## config.mk

```make
export PLATFORM = sky130hd
export DESIGN_NAME = gdp_protect
export DESIGN_NICKNAME = d
export VERILOG_FILES = /design/src/hw/gdp_pkg.sv /design/src/hw/gdp_deglitch.sv /design/src/hw/gdp_protect.sv /design/src/hw/gdp_two_level_off.sv
export SDC_FILE = /design/constraint.sdc
export NUM_CORES = 1
export LEC_CHECK = 0
export BUFFER_PORTS_ARGS = -buffer_cell sky130_fd_sc_hd__buf_2
export CAP_MARGIN = 20
export CORE_MARGIN = 4
export CORE_UTILIZATION = 40
export DETAILED_ROUTE_END_ITERATION = 16
export MAX_ROUTING_LAYER = met4
export PLACE_DENSITY_LB_ADDON = 0.2
export SLEW_MARGIN = 30
export SYNTH_ARGS = -nofsm -noshare
export SYNTH_HDL_FRONTEND = slang
export SYNTH_SLANG_ARGS = --single-unit
```

## constraint.sdc

```tcl
create_clock -name sys_clk -period 4.35 [get_ports sys_clk]
set_input_delay 0.435 -clock sys_clk [delete_from_list [all_inputs] [get_ports sys_clk]]
set_output_delay 0.435 -clock sys_clk [all_outputs]
set_load 0.05 [all_outputs]
```

## src/hw/gdp_pkg.sv

```systemverilog
package gdp_pkg;

  // Clock: 20 MHz
  localparam int CLK_PERIOD_NS = 50;

  // Supply lockout deglitch width
  localparam int UVLO_DEGLITCH_NS = 5000;
  localparam int UVLO_DEGLITCH_CYCLES = (UVLO_DEGLITCH_NS + CLK_PERIOD_NS - 1) / CLK_PERIOD_NS;

  // Mid-level hold time of the two-level turn-off
  localparam int MID_HOLD_NS = 1000;
  localparam int MID_HOLD_CYCLES = (MID_HOLD_NS + CLK_PERIOD_NS - 1) / CLK_PERIOD_NS;

  // Low time of reset/enable that must be exceeded to count as a fault reset
  localparam int RST_FILTER_NS = 1000;
  localparam int RST_FILTER_CYCLES = (RST_FILTER_NS + CLK_PERIOD_NS - 1) / CLK_PERIOD_NS;

  // Fault mute time; its cycle count is a top-level parameter
  localparam int FAULT_MUTE_NS = 500000;
  localparam int FAULT_MUTE_CYCLES = (FAULT_MUTE_NS + CLK_PERIOD_NS - 1) / CLK_PERIOD_NS;

  localparam int CNT_W = 16;
  localparam int LOW_W = 8;

  // Reset values
  localparam logic LOCKOUT_RESET = 1'b1;
  localparam logic FAULT_RESET = 1'b0;

  typedef enum logic [1:0] {
    GDP_OFF_IDLE = 2'b00,
    GDP_OFF_MID  = 2'b01,
    GDP_OFF_SOFT = 2'b10
  } gdp_off_e;

  typedef struct packed {
    logic             level;
    logic [CNT_W-1:0] cnt;
  } gdp_glitch_s;

  typedef struct packed {
    gdp_off_e         state;
    logic [CNT_W-1:0] cnt;
  } gdp_off_s;

  typedef struct packed {
    logic             gate_on;
    logic             fault;
    logic [CNT_W-1:0] mute_cnt;
    logic [LOW_W-1:0] low_cnt;
    logic             rst_en_q;
    logic             clamp;
    logic             pwm;
  } gdp_ctl_s;

endpackage

```

## src/hw/gdp_deglitch.sv

```systemverilog
`timescale 1ns/1ps
// Level changes only after the raw input has held its new value for CYCLES clocks
module gdp_deglitch #(
  parameter int   CYCLES = gdp_pkg::UVLO_DEGLITCH_CYCLES,
  parameter logic INIT   = gdp_pkg::LOCKOUT_RESET
) (
  input  wire logic sys_clk,
  input  wire logic rst,
  input  wire logic raw,
  output logic      level
);

  gdp_pkg::gdp_glitch_s s, next_s;

  always_comb begin
    next_s = s;
    if (raw == s.level) begin
      next_s.cnt = '0;
    end else if (s.cnt == gdp_pkg::CNT_W'(CYCLES - 1)) begin
      next_s.level = raw;
      next_s.cnt   = '0;
    end else begin
      next_s.cnt = s.cnt + 16'h0001;
    end
  end

  always_ff @(posedge sys_clk) begin
    if (rst) begin
      s.level <= INIT;
      s.cnt   <= '0;
    end else begin
      s <= next_s;
    end
  end

  assign level = s.level;
endmodule // gdp_deglitch

```

## src/hw/gdp_protect.sv

```systemverilog
`timescale 1ns/1ps
module gdp_protect #(
  parameter int MUTE_CYCLES = gdp_pkg::FAULT_MUTE_CYCLES,
  parameter int HOLD_CYCLES = gdp_pkg::MID_HOLD_CYCLES,
  parameter int GLITCH_CYCLES = gdp_pkg::UVLO_DEGLITCH_CYCLES
) (
  input  wire logic sys_clk,
  input  wire logic rst,
  input  wire logic vcc_uvlo_raw,
  input  wire logic vdd_uvlo_raw,
  input  wire logic vdd_open,
  input  wire logic in_pos,
  input  wire logic in_neg,
  input  wire logic inputs_floating,
  input  wire logic enable_rst_n,
  input  wire logic overcurrent_trip,
  input  wire logic overcurrent_sense_in,
  input  wire logic gate_below_clamp,
  input  wire logic gate_at_rail,
  input  wire logic analog_sense_input,
  output logic      gate_output,
  output logic      gate_hard_sink,
  output logic      gate_mid_level,
  output logic      gate_soft_sink,
  output logic      gate_active_pulldown,
  output logic      miller_clamp_enable,
  output logic      overcurrent_sense_o,
  output logic      overcurrent_sense_oe,
  output logic      fault_report_n_o,
  output logic      fault_report_n_oe,
  output logic      power_good_o,
  output logic      power_good_oe,
  output logic      sensed_pwm_output
);

  gdp_pkg::gdp_ctl_s s, next_s;

  logic vcc_lock;
  logic vdd_lock;
  logic lockout;
  logic trip;
  logic drive_req;
  logic rst_rise;
  logic reset_ok;
  logic seq_abort;
  logic seq_mid;
  logic seq_soft;

  // Output supply comparator already carries the 12V/800mV hysteresis
  gdp_deglitch #(
    .CYCLES (GLITCH_CYCLES),
    .INIT   (gdp_pkg::LOCKOUT_RESET)
  ) u_vcc_glitch (
    .sys_clk (sys_clk),
    .rst     (rst),
    .raw     (vcc_uvlo_raw),
    .level   (vcc_lock)
  );

  gdp_deglitch #(
    .CYCLES (GLITCH_CYCLES),
    .INIT   (gdp_pkg::LOCKOUT_RESET)
  ) u_vdd_glitch (
    .sys_clk (sys_clk),
    .rst     (rst),
    .raw     (vdd_uvlo_raw),
    .level   (vdd_lock)
  );

  // An open output supply bypasses the filter: nothing is left to switch on
  assign lockout = vcc_lock | vdd_lock | vdd_open;

  // Trip only counts while the gate is on and the sense pin is released
  assign trip = s.gate_on & overcurrent_trip;

  assign drive_req = enable_rst_n & in_pos & ~in_neg & ~inputs_floating;

  assign rst_rise = enable_rst_n & ~s.rst_en_q;
  assign reset_ok = rst_rise
                  & (s.low_cnt > gdp_pkg::LOW_W'(gdp_pkg::RST_FILTER_CYCLES))
                  & (s.mute_cnt == '0);

  // Lockout or disable overrides the sequence with the hard sink, or with the active pulldown when the output supply is open
  assign seq_abort = lockout | ~enable_rst_n;

  gdp_two_level_off #(
    .HOLD_CYCLES (HOLD_CYCLES)
  ) u_two_level (
    .sys_clk      (sys_clk),
    .rst          (rst),
    .start        (trip),
    .abort        (seq_abort),
    .gate_at_rail (gate_at_rail),
    .mid_level    (seq_mid),
    .soft_sink    (seq_soft)
  );

  always_comb begin
    next_s = s;
    next_s.rst_en_q = enable_rst_n;
    if (enable_rst_n) begin
      next_s.low_cnt = '0;
    end else if (s.low_cnt != {gdp_pkg::LOW_W{1'b1}}) begin
      next_s.low_cnt = s.low_cnt + 8'h01;
    end
    if (s.mute_cnt != '0) begin
      next_s.mute_cnt = s.mute_cnt - 16'h0001;
    end
    // A new trip wins over a clear in the same cycle
    if (trip) begin
      next_s.fault    = 1'b1;
      next_s.mute_cnt = gdp_pkg::CNT_W'(MUTE_CYCLES);
    end else if (reset_ok) begin
      next_s.fault = 1'b0;
    end
    // Priority: lockout, fault, disable, inputs
    if (lockout) begin
      next_s.gate_on = 1'b0;
    end else if (s.fault || trip) begin
      next_s.gate_on = 1'b0;
    end else if (!enable_rst_n) begin
      next_s.gate_on = 1'b0;
    end else begin
      next_s.gate_on = drive_req;
    end
    next_s.clamp = gate_below_clamp & ~vdd_lock & ~vdd_open;
    next_s.pwm   = analog_sense_input & ~lockout;
  end

  always_ff @(posedge sys_clk) begin
    if (rst) begin
      s.gate_on  <= 1'b0;
      s.fault    <= gdp_pkg::FAULT_RESET;
      s.mute_cnt <= '0;
      s.low_cnt  <= '0;
      s.rst_en_q <= 1'b0;
      s.clamp    <= 1'b0;
      s.pwm      <= 1'b0;
    end else begin
      s <= next_s;
    end
  end

  assign gate_output          = s.gate_on;
  assign gate_mid_level       = seq_mid;
  assign gate_soft_sink       = seq_soft;
  assign gate_hard_sink       = ~s.gate_on & ~seq_mid & ~seq_soft & ~vdd_open;
  assign gate_active_pulldown = vdd_open;
  assign miller_clamp_enable  = s.clamp;
  assign overcurrent_sense_o  = 1'b0;
  // Pulldown discharges the sense node whenever the switch is off
  assign overcurrent_sense_oe = ~s.gate_on | inputs_floating;
  assign fault_report_n_o     = 1'b0;
  assign fault_report_n_oe    = s.fault;
  assign power_good_o         = 1'b0;
  assign power_good_oe        = lockout;
  assign sensed_pwm_output    = s.pwm;
endmodule // gdp_protect

```

## src/hw/gdp_two_level_off.sv

```systemverilog
`timescale 1ns/1ps
// Two-level turn-off sequencer: hold at mid level, then soft discharge to the rail
module gdp_two_level_off #(
  parameter int HOLD_CYCLES = gdp_pkg::MID_HOLD_CYCLES
) (
  input  wire logic sys_clk,
  input  wire logic rst,
  input  wire logic start,
  input  wire logic abort,
  input  wire logic gate_at_rail,
  output logic      mid_level,
  output logic      soft_sink
);

  gdp_pkg::gdp_off_s s, next_s;

  always_comb begin
    next_s = s;
    case (s.state)
      gdp_pkg::GDP_OFF_IDLE: begin
        if (start && !abort) begin
          next_s.state = gdp_pkg::GDP_OFF_MID;
          next_s.cnt   = '0;
        end
      end
      gdp_pkg::GDP_OFF_MID: begin
        if (abort) begin
          next_s.state = gdp_pkg::GDP_OFF_IDLE;
        end else if (s.cnt == gdp_pkg::CNT_W'(HOLD_CYCLES - 1)) begin
          next_s.state = gdp_pkg::GDP_OFF_SOFT;
        end else begin
          next_s.cnt = s.cnt + 16'h0001;
        end
      end
      gdp_pkg::GDP_OFF_SOFT: begin
        if (abort || gate_at_rail) begin
          next_s.state = gdp_pkg::GDP_OFF_IDLE;
        end
      end
      default: next_s.state = gdp_pkg::GDP_OFF_IDLE;
    endcase
  end

  always_ff @(posedge sys_clk) begin
    if (rst) begin
      s.state <= gdp_pkg::GDP_OFF_IDLE;
      s.cnt   <= '0;
    end else begin
      s <= next_s;
    end
  end

  assign mid_level = (s.state == gdp_pkg::GDP_OFF_MID);
  assign soft_sink = (s.state == gdp_pkg::GDP_OFF_SOFT);

endmodule // gdp_two_level_off

```

==> reports/results.ini, run 1 <==
[route]
ant_nets=0
vias=3258
wl_per_cell_um=12.8
dr.pass1.iters=4
wl_um=7750
drcViolationCount=0
vias_per_cell=5.39
drt_iter0_drc=139

[die]
die_x_um=106
rows=35
die-area_sq_um=11200
die_height_um=106
core_sq_um=9280
ios=27
start_util_pct=41.1

[cts]
postCtsHoldBufs=0
postCtsSetupBuffers=0
ctsResizeCount=0
cts.htree.levels=3
cts_root_buf=clkbuf_8
clk_latency_ns=0.34
cts_sinks=81
cts_buffers=9
cts_buffer_depth=2
clkTransAtPathRegs_ns=0.08
cts_tree=yes

[flow_run]
maxCapViolCount=0

[final_layout]
nFillCells=957
final_layout_size_suffix_gt1_share_pct=9.03
area_growth_pct=10.3
postLayoutCellArea_sq_um=4210
diodes=0
final_nets=492
final_cell_count_no_fill=605

[worst_setup_path]
cp-end-kind=register
cp.required_ns=4.62
timing_worst_setup_path_type=register to register
crit_fanout=11
ff2ff_path_depth=4
crit_path_start_kind=register
worst_ep_arrival_time_ns=2.52

[power]
irDropWorstVdd_uv=192
power.density_nw_per_um2=444
p_leak_nw=1.35

[global_routing]
antenna_found_initial=0
grt_remaining_overflow=0
grt_pass1_vias=2961
grt_max_degree=23
grt_pass1_wl_um=13300
track_usage_pct=14.5

[synth]
synth-edff-count=0
synth-seq-cells=81
ys.flop_type=dfxtp_1
async_flop_share_pct=0
ys_warn_count=0
ys_types=46
synth_area_sq_um=3820
ys_seq_area_share_pct=42.5
syn_area_per_cell_sq_um=8.44
synth_cells=452

[timing]
max_slew_margin_pct=55.9
period_minus_slack_ns=2.25
tightest_slew_ns=0.660
timing.final.crit_share_pct=51.8
finalHoldViolCount=0
fin_tns_setup_ns=0
setup_viol=0
rsz0062_at_grt=false
fmax_mhz=444
maxSlewViolCount=0
skew_ns=0.0166

[status]
status=complete, no violations

[placed_design]
dp_cells=590
post_dp_cell_area_sq_um=4020
port-buffer-count=22
post-dp-hpwl_um=5380
gp_congestion=0.800

[worst_hold_path]
holdPathStages=3
hold_path.class=primary input to register

## cell type report
type | instances | area (sq um) | area share, %
repair buffers | 22 | 110 | 2.62
inverters | 16 | 60.1 | 1.43
flip-flops and latches | 81 | 1620 | 38.5
well taps | 129 | 161 | 3.83
clock buffers | 13 | 149 | 3.54
multi-input cells | 342 | 2070 | 49.2
clock inverters | 2 | 38.8 | 0.921
## logic make-up after synthesis
kind of cell,synth area share [%]
flops,42.5
buf+inv,3.48
other cells,0.0983
compound gates,11.3
mux,0.525
fa+ha+maj,1.97
simple gates,31.9
xor+xnor,8.26
## state kept, by name, summed over array words and instances (netlist names)
signal	flops
fault_report_n_oe	1
gate_output	1
miller_clamp_enable	1
s	25
sensed_pwm_output	1
u_two_level.s	18
u_vcc_glitch.level	1
u_vcc_glitch.s	16
u_vdd_glitch.level	1
u_vdd_glitch.s	16
## worst max-delay path, stage by stage (launching register included)
cell and delay, ns:
dfxtp_1 0.40, nor4b_2 0.66, nand3_1 0.47, or4_1 0.52, a21oi_1 0.14
## synthesized netlist by cell type (all sizes together) (3+ instances only)
master,instances,area [sq um]
a31oi,5,31.3
nor4,17,106
nand3b,3,22.5
o211ai,6,45.0
xnor2,28,245
inv,16,60.1
and4,3,26.3
a21oi,23,115
nor2b,5,31.3
nand4,17,106
nor3b,3,22.5
and2,4,25.0
o41ai,5,43.8
or4,7,52.6
nor4bb,3,30.0
nand2,34,128
nor2,56,210
buf,6,38.8
or3,12,76.3
ha,6,75.1
clkbuf,9,33.8
o21ai,18,90.1
nor3,17,85.1
xor2,8,70.1
nor4b,6,58.8
o31ai,8,60.1
or4b,3,33.8
nand2b,5,31.3
dfxtp,81,1620
nand3,19,95.1
and3,6,37.5
## layout by cell type, fill, tap and decap left out, drive strengths merged, types with 7 or more instances in the layout
master,n
xnor2,28
nand3,19
nor3,17
or4,7
nand4,17
buf,22
a21oi,23
inv,16
nor2,56
xor2,8
nor4,17
nand2,34
o31ai,8
dfxtp,81
clkbuf,13
o21ai,18
or3,12
## worst paths after layout
kind	startpoint	endpoint	slack, ns
hold reg to reg	u_vcc_glitch.s[0]$_SDFF_PP0_	u_vcc_glitch.s[0]$_SDFF_PP0_	0.45
setup / recovery	u_vdd_glitch.level$_SDFFE_PP1P_	u_two_level.s[9]$_SDFFE_PP0P_	2.10
setup reg to reg	u_vdd_glitch.level$_SDFFE_PP1P_	u_two_level.s[9]$_SDFFE_PP0P_	2.10
hold / removal	in_neg	gate_output$_SDFF_PP0_	0.35
## metal layers
layer | track usage (%) | share of wire [%] | vias to the layer above
met3 | 4.23 | 4.4 | 9
li1 | - | - | 1671
met1 | 18.7 | 51 | 1518
met5 | - | 0 | -
met2 | 22.6 | 44 | 60
met4 | 3.42 | 1.0 | 0
## report_power, final
group          leakage (nW)  internal, mW  switching [mW]  total, mW
Clock                0.0937         0.280           0.255      0.535
Sequential            0.656         0.804          0.0619      0.866
Combinational         0.603         0.167           0.300      0.467
Total                  1.35          1.25           0.617       1.87
## stage by stage
step	utilization (%)	hold WS (ns)	power (mW)	setup WS, ns
final	45.4	0.346	1.87	2.10
after global routing	45.4	0.325	1.98	1.85
after CTS	45.4	0.320	1.88	2.11
after detailed placement	43.3	0.439	1.34	2.00
after global placement	43.3	0.427	1.33	2.00
after floorplan	-	0.418	1.23	1.60
Power figures use the tool's default switching activity.
==> run 2: changes to the inputs <==
- clock period: 4.35 -> 2.15 ns (I/O delays scaled with it)
==> reports/results.ini, run 2 (same netlist as run 1, synthesis figures left out) <==
[status]
status=complete, no violations

[timing]
fin_tns_setup_ns=0
tightest_slew_ns=0.496
setup_viol=0
skew_ns=0.0134
timing.final.crit_share_pct=94.5
fmax_mhz=492
rsz0062_at_grt=false
max_slew_margin_pct=66.7
maxSlewViolCount=0
period_minus_slack_ns=2.03
finalHoldViolCount=0

[worst_setup_path]
crit_family=simple AND/OR/NAND/NOR gates
r2r-end=u_two_level.s[10]$_SDFFE_PP0P_
cp-end-kind=register
path_buf_inv=0
crit_fanout=8
crit-reg2reg-launch=u_vdd_glitch.level$_SDFFE_PP1P_
ff2ff_path_depth=4
crit_path_top_delay_cell=or4b_4
worst_ep_arrival_time_ns=2.31
path_cells=or4b_4 -> or3_4 -> or4_1 -> a21oi_1
crit_path_start_kind=register
timing_worst_setup_path_type=register to register
reg2reg_slack_ns=0.12
cp.required_ns=2.42
slowest_delay_ns=0.57

[global_routing]
grt_max_degree=23
antenna_found_initial=0
grt_pass1_wl_um=13800
grt_pass1_vias=2956
grt_remaining_overflow=0
track_usage_pct=15.3

[route]
drcViolationCount=0
vias_per_cell=5.33
dr.pass1.iters=4
ant_nets=0
wl_um=8030
drt_iter0_drc=121
wl_per_cell_um=13.1
vias=3270

[power]
irDropWorstVdd_uv=506
power.density_nw_per_um2=924
p_leak_nw=1.41

[placed_design]
dp_cells=598
gp_congestion=0.822
post-dp-hpwl_um=5740
port-buffer-count=22

[die]
core_sq_um=9280
start_util_pct=41.1
ios=27
rows=35
die-area_sq_um=11200
die_height_um=106
die_x_um=106

[final_layout]
final_cell_count_no_fill=614
diodes=0
top_regs=s (25), u_two_level.s (18)
finalCoreUtilization_pct=46.4
seqCellArea_sq_um=1620
final_layout_size_suffix_gt1_share_pct=11.5
multi_input_area_sq_um=2080
area_growth_pct=13.0
final_nets=500
layout_commonest_cell=dfxtp_1
largest_reg_flops=25
nFillCells=967
final_cell_mix=dfxtp_1, nor2_1, nand2_1, xnor2_1, a21oi_1
largest-register=s

[cts]
clk_latency_ns=0.34
clkTransAtPathRegs_ns=0.09
cts_buffer_depth=2
cts_buffers=9
cts_root_buf=clkbuf_8
postCtsHoldBufs=0
cts_sinks=81
postCtsSetupBuffers=0
cts.htree.levels=3
cts_tree=yes

[worst_hold_path]
hold_path.class=primary input to register
min-delay-start=analog_sense_input
holdPathStages=2
hold_end=sensed_pwm_output$_SDFF_PP0_

[flow_run]
maxCapViolCount=0

run 2: cell count changes in the layout (fill, tap and decap cells not counted), sizes merged:
cell / before / now
buf: 22 / 30
clkbuf: 13 / 10
bufinv: 1 / 2
clkinv: 1 / 2
clkinvlp: 0 / 1
inv: 16 / 17
run 2: final cells by class:
cell class	instances	area share (%)
inverter	16	1.39
tap	129	3.74
clock buffer	10	2.96
timing repair buffer	30	3.95
clock inverter	6	2.09
sequential	81	37.6
multi-input combinational	342	48.3
run 2: through the flow:
stage          power, mW  hold slack, ns  instance area (sq um)  worst slack [ns]
6_report            3.99           0.121                   4310             0.117
5_1_grt             4.26           0.107                   4310           0.00503
4_1_cts             4.02          0.0979                   4310            0.0481
3_5_place_dp        2.78           0.437                   4090            0.0617
3_3_place_gp        2.76           0.426                   4090            0.0846
2_1_floorplan       2.49           0.294                   3830            0.0954
run 2: metal layers:
metal | wire length [um] | part of all wire (%) | global-route usage [%]
met5 | 0 | 0 | -
met4 | 46 | 0.57 | 3.61
met3 | 272 | 3.4 | 3.92
met2 | 3530 | 44 | 22.4
met1 | 4170 | 52 | 21.3
run 2: worst max path at each step:
stage,from,to,slack (ns),depth (start not counted)
5_1_grt,u_two_level.s[16]$_SDFFE_PP0P_,u_two_level.s[13]$_SDFFE_PP0P_,0.005,5
6_report,u_vdd_glitch.level$_SDFFE_PP1P_,u_two_level.s[10]$_SDFFE_PP0P_,0.12,4
2_1_floorplan,u_vdd_glitch.level$_SDFFE_PP1P_,u_two_level.s[10]$_SDFFE_PP0P_,0.1,5
3_3_place_gp,u_vdd_glitch.level$_SDFFE_PP1P_,u_two_level.s[10]$_SDFFE_PP0P_,0.08,4
3_5_place_dp,u_vdd_glitch.level$_SDFFE_PP1P_,u_two_level.s[10]$_SDFFE_PP0P_,0.06,4
4_1_cts,u_vdd_glitch.level$_SDFFE_PP1P_,u_two_level.s[10]$_SDFFE_PP0P_,0.05,4
run 2: power breakdown:
part / switching, mW / internal (mW) / total [mW]
Clock: 0.562 / 0.659 / 1.22
Combinational: 0.615 / 0.398 / 1.01
Sequential: 0.124 / 1.63 / 1.75
Total: 1.30 / 2.68 / 3.99
run 2: what timing repair did:
item                                   in CTS  in global routing
gates resized for setup                     0                  1
endpoints found under the hold margin       0                  0
setup endpoints to repair                   0                  2
==> run 3: changes to the inputs <==
- CORE_UTILIZATION: 40 -> 45
- CTS_CLUSTER_DIAMETER: default -> 30
==> reports/results.ini, run 3 (same netlist as run 1, synthesis figures left out) <==
[cts]
cts_buffer_depth=2
cts_sinks=81
cts_root_buf=clkbuf_8
cts_tree=yes
clkTransAtPathRegs_ns=0.08
cts.htree.levels=3
clk_latency_ns=0.35
cts_buffers=9

[worst_setup_path]
crit-reg2reg-launch=u_vdd_glitch.level$_SDFFE_PP1P_
critPathLaunch=u_vdd_glitch.level$_SDFFE_PP1P_
timing_worst_setup_path_type=register to register
crit_fanout=5
ff2ff_path_depth=4
crit_path_start_kind=register
crit_family=simple AND/OR/NAND/NOR gates
slowest_delay_ns=0.56
cp.required_ns=2.43
path_buf_inv=0
cp-end-kind=register
cp-endpoint=u_two_level.s[10]$_SDFFE_PP0P_
crit_path_top_delay_cell=or4b_4
path_cells=or4b_4 -> or3_4 -> or4_1 -> a21oi_1
cp_num_cells=4
r2r-end=u_two_level.s[10]$_SDFFE_PP0P_
worst_ep_arrival_time_ns=2.30
reg2reg_slack_ns=0.13

[timing]
fin_tns_setup_ns=0
fmax_mhz=494
period_minus_slack_ns=2.02
finalHoldViolCount=0
rsz0062_at_grt=false
max_slew_margin_pct=62.1
timing.final.crit_share_pct=94.1
maxSlewViolCount=0
tightest_slew_ns=0.569
skew_ns=0.00893
setup_viol=0

[power]
p_leak_nw=1.41
power.density_nw_per_um2=921
irDropWorstVdd_uv=553
power.total_mw=3.95

[final_layout]
final_cell_mix=dfxtp_1, nor2_1, nand2_1, xnor2_1, a21oi_1
final_cell_count_no_fill=591
largest_reg_flops=25
largest-register=s
final_layout_size_suffix_gt1_share_pct=11.7
final_nets=502
diodes=0
top_regs=s (25), u_two_level.s (18)
postLayoutCellArea_sq_um=4290
nFillCells=799
layout_commonest_cell=dfxtp_1
area_growth_pct=12.4

[status]
status=complete, no violations

[die]
die-area_sq_um=10000
rows=33
start_util_pct=46.4
die_x_um=100
core_sq_um=8220
ios=27
die_height_um=100

[global_routing]
track_usage_pct=16.7
grt_pass1_wl_um=13400
use_met2_pct=25.8
grt_remaining_overflow=0
use_met3_pct=4.86
antenna_found_initial=0
grt_max_degree=23
grtUsageMet1_pct=21.3
grt.busiest_layer=met2
grt_pass1_vias=2941

[placed_design]
post-dp-hpwl_um=5670
port-buffer-count=22
dp_cells=576
gp_congestion=0.870
post_dp_cell_area_sq_um=4070

[route]
dr.pass1.iters=4
drt_iter0_drc=121
vias_per_cell=5.52
wl_um=7820
drcViolationCount=0
vias=3261
ant_nets=0
wl_per_cell_um=13.2

[flow_run]
maxCapViolCount=0

[worst_hold_path]
hold_path.class=primary input to register

-- run 3: cell types whose count changed in the layout (fill, tap and decap cells not counted) --
cell	previous run	this run
inv_6	1	0
buf_4	8	10
-- run 3: layer usage --
layer  vias to the layer above  wire length (um)
li1                       1697                 -
met1                      1496              3800
met2                        55              3530
met3                        13               372
met4                         0               117
met5                         -                 0
-- run 3: layout make-up --
cell class	count	area, sq um	area share, %
repair buffers	32	185	4.32
inverters	16	60.1	1.40
clock inverters	5	81.3	1.90
multi-input cells	342	2080	48.5
well taps	105	131	3.06
flip-flops and latches	81	1620	37.8
clock buffers	10	128	2.98
-- run 3: report_power, final --
part,internal (mW),switching (mW),leakage (nW)
logic,0.400,0.615,0.652
clock network,0.648,0.537,0.102
registers,1.63,0.121,0.656
total,2.68,1.27,1.41
-- run 3: metrics by stage --
step                utilization [%]  hold WS [ns]  setup slack, ns
floorplan                         -         0.294           0.0954
global placement               49.6         0.425            0.140
detailed placement             49.6         0.439            0.108
CTS                            52.1        0.0967           0.0747
global route                   52.2         0.108          0.00908
finish                         52.2         0.111            0.127
-- run 3: worst min-delay path by stage --
stage                     depth (start not counted)                         start                             end
after floorplan                                   1                      vdd_open  miller_clamp_enable$_SDFF_PP0_
after global placement                            1  u_vcc_glitch.s[0]$_SDFF_PP0_    u_vcc_glitch.s[0]$_SDFF_PP0_
after detailed placement                          1  u_vcc_glitch.s[0]$_SDFF_PP0_    u_vcc_glitch.s[0]$_SDFF_PP0_
after CTS                                         2            analog_sense_input    sensed_pwm_output$_SDFF_PP0_
after global routing                              2            analog_sense_input    sensed_pwm_output$_SDFF_PP0_
final                                             2            analog_sense_input    sensed_pwm_output$_SDFF_PP0_
-- run 3: timing repair --
item	CTS	global route
endpoints found under the setup margin	0	1
hold buffers	0	0
resized for setup	0	1
buffers inserted	0	0
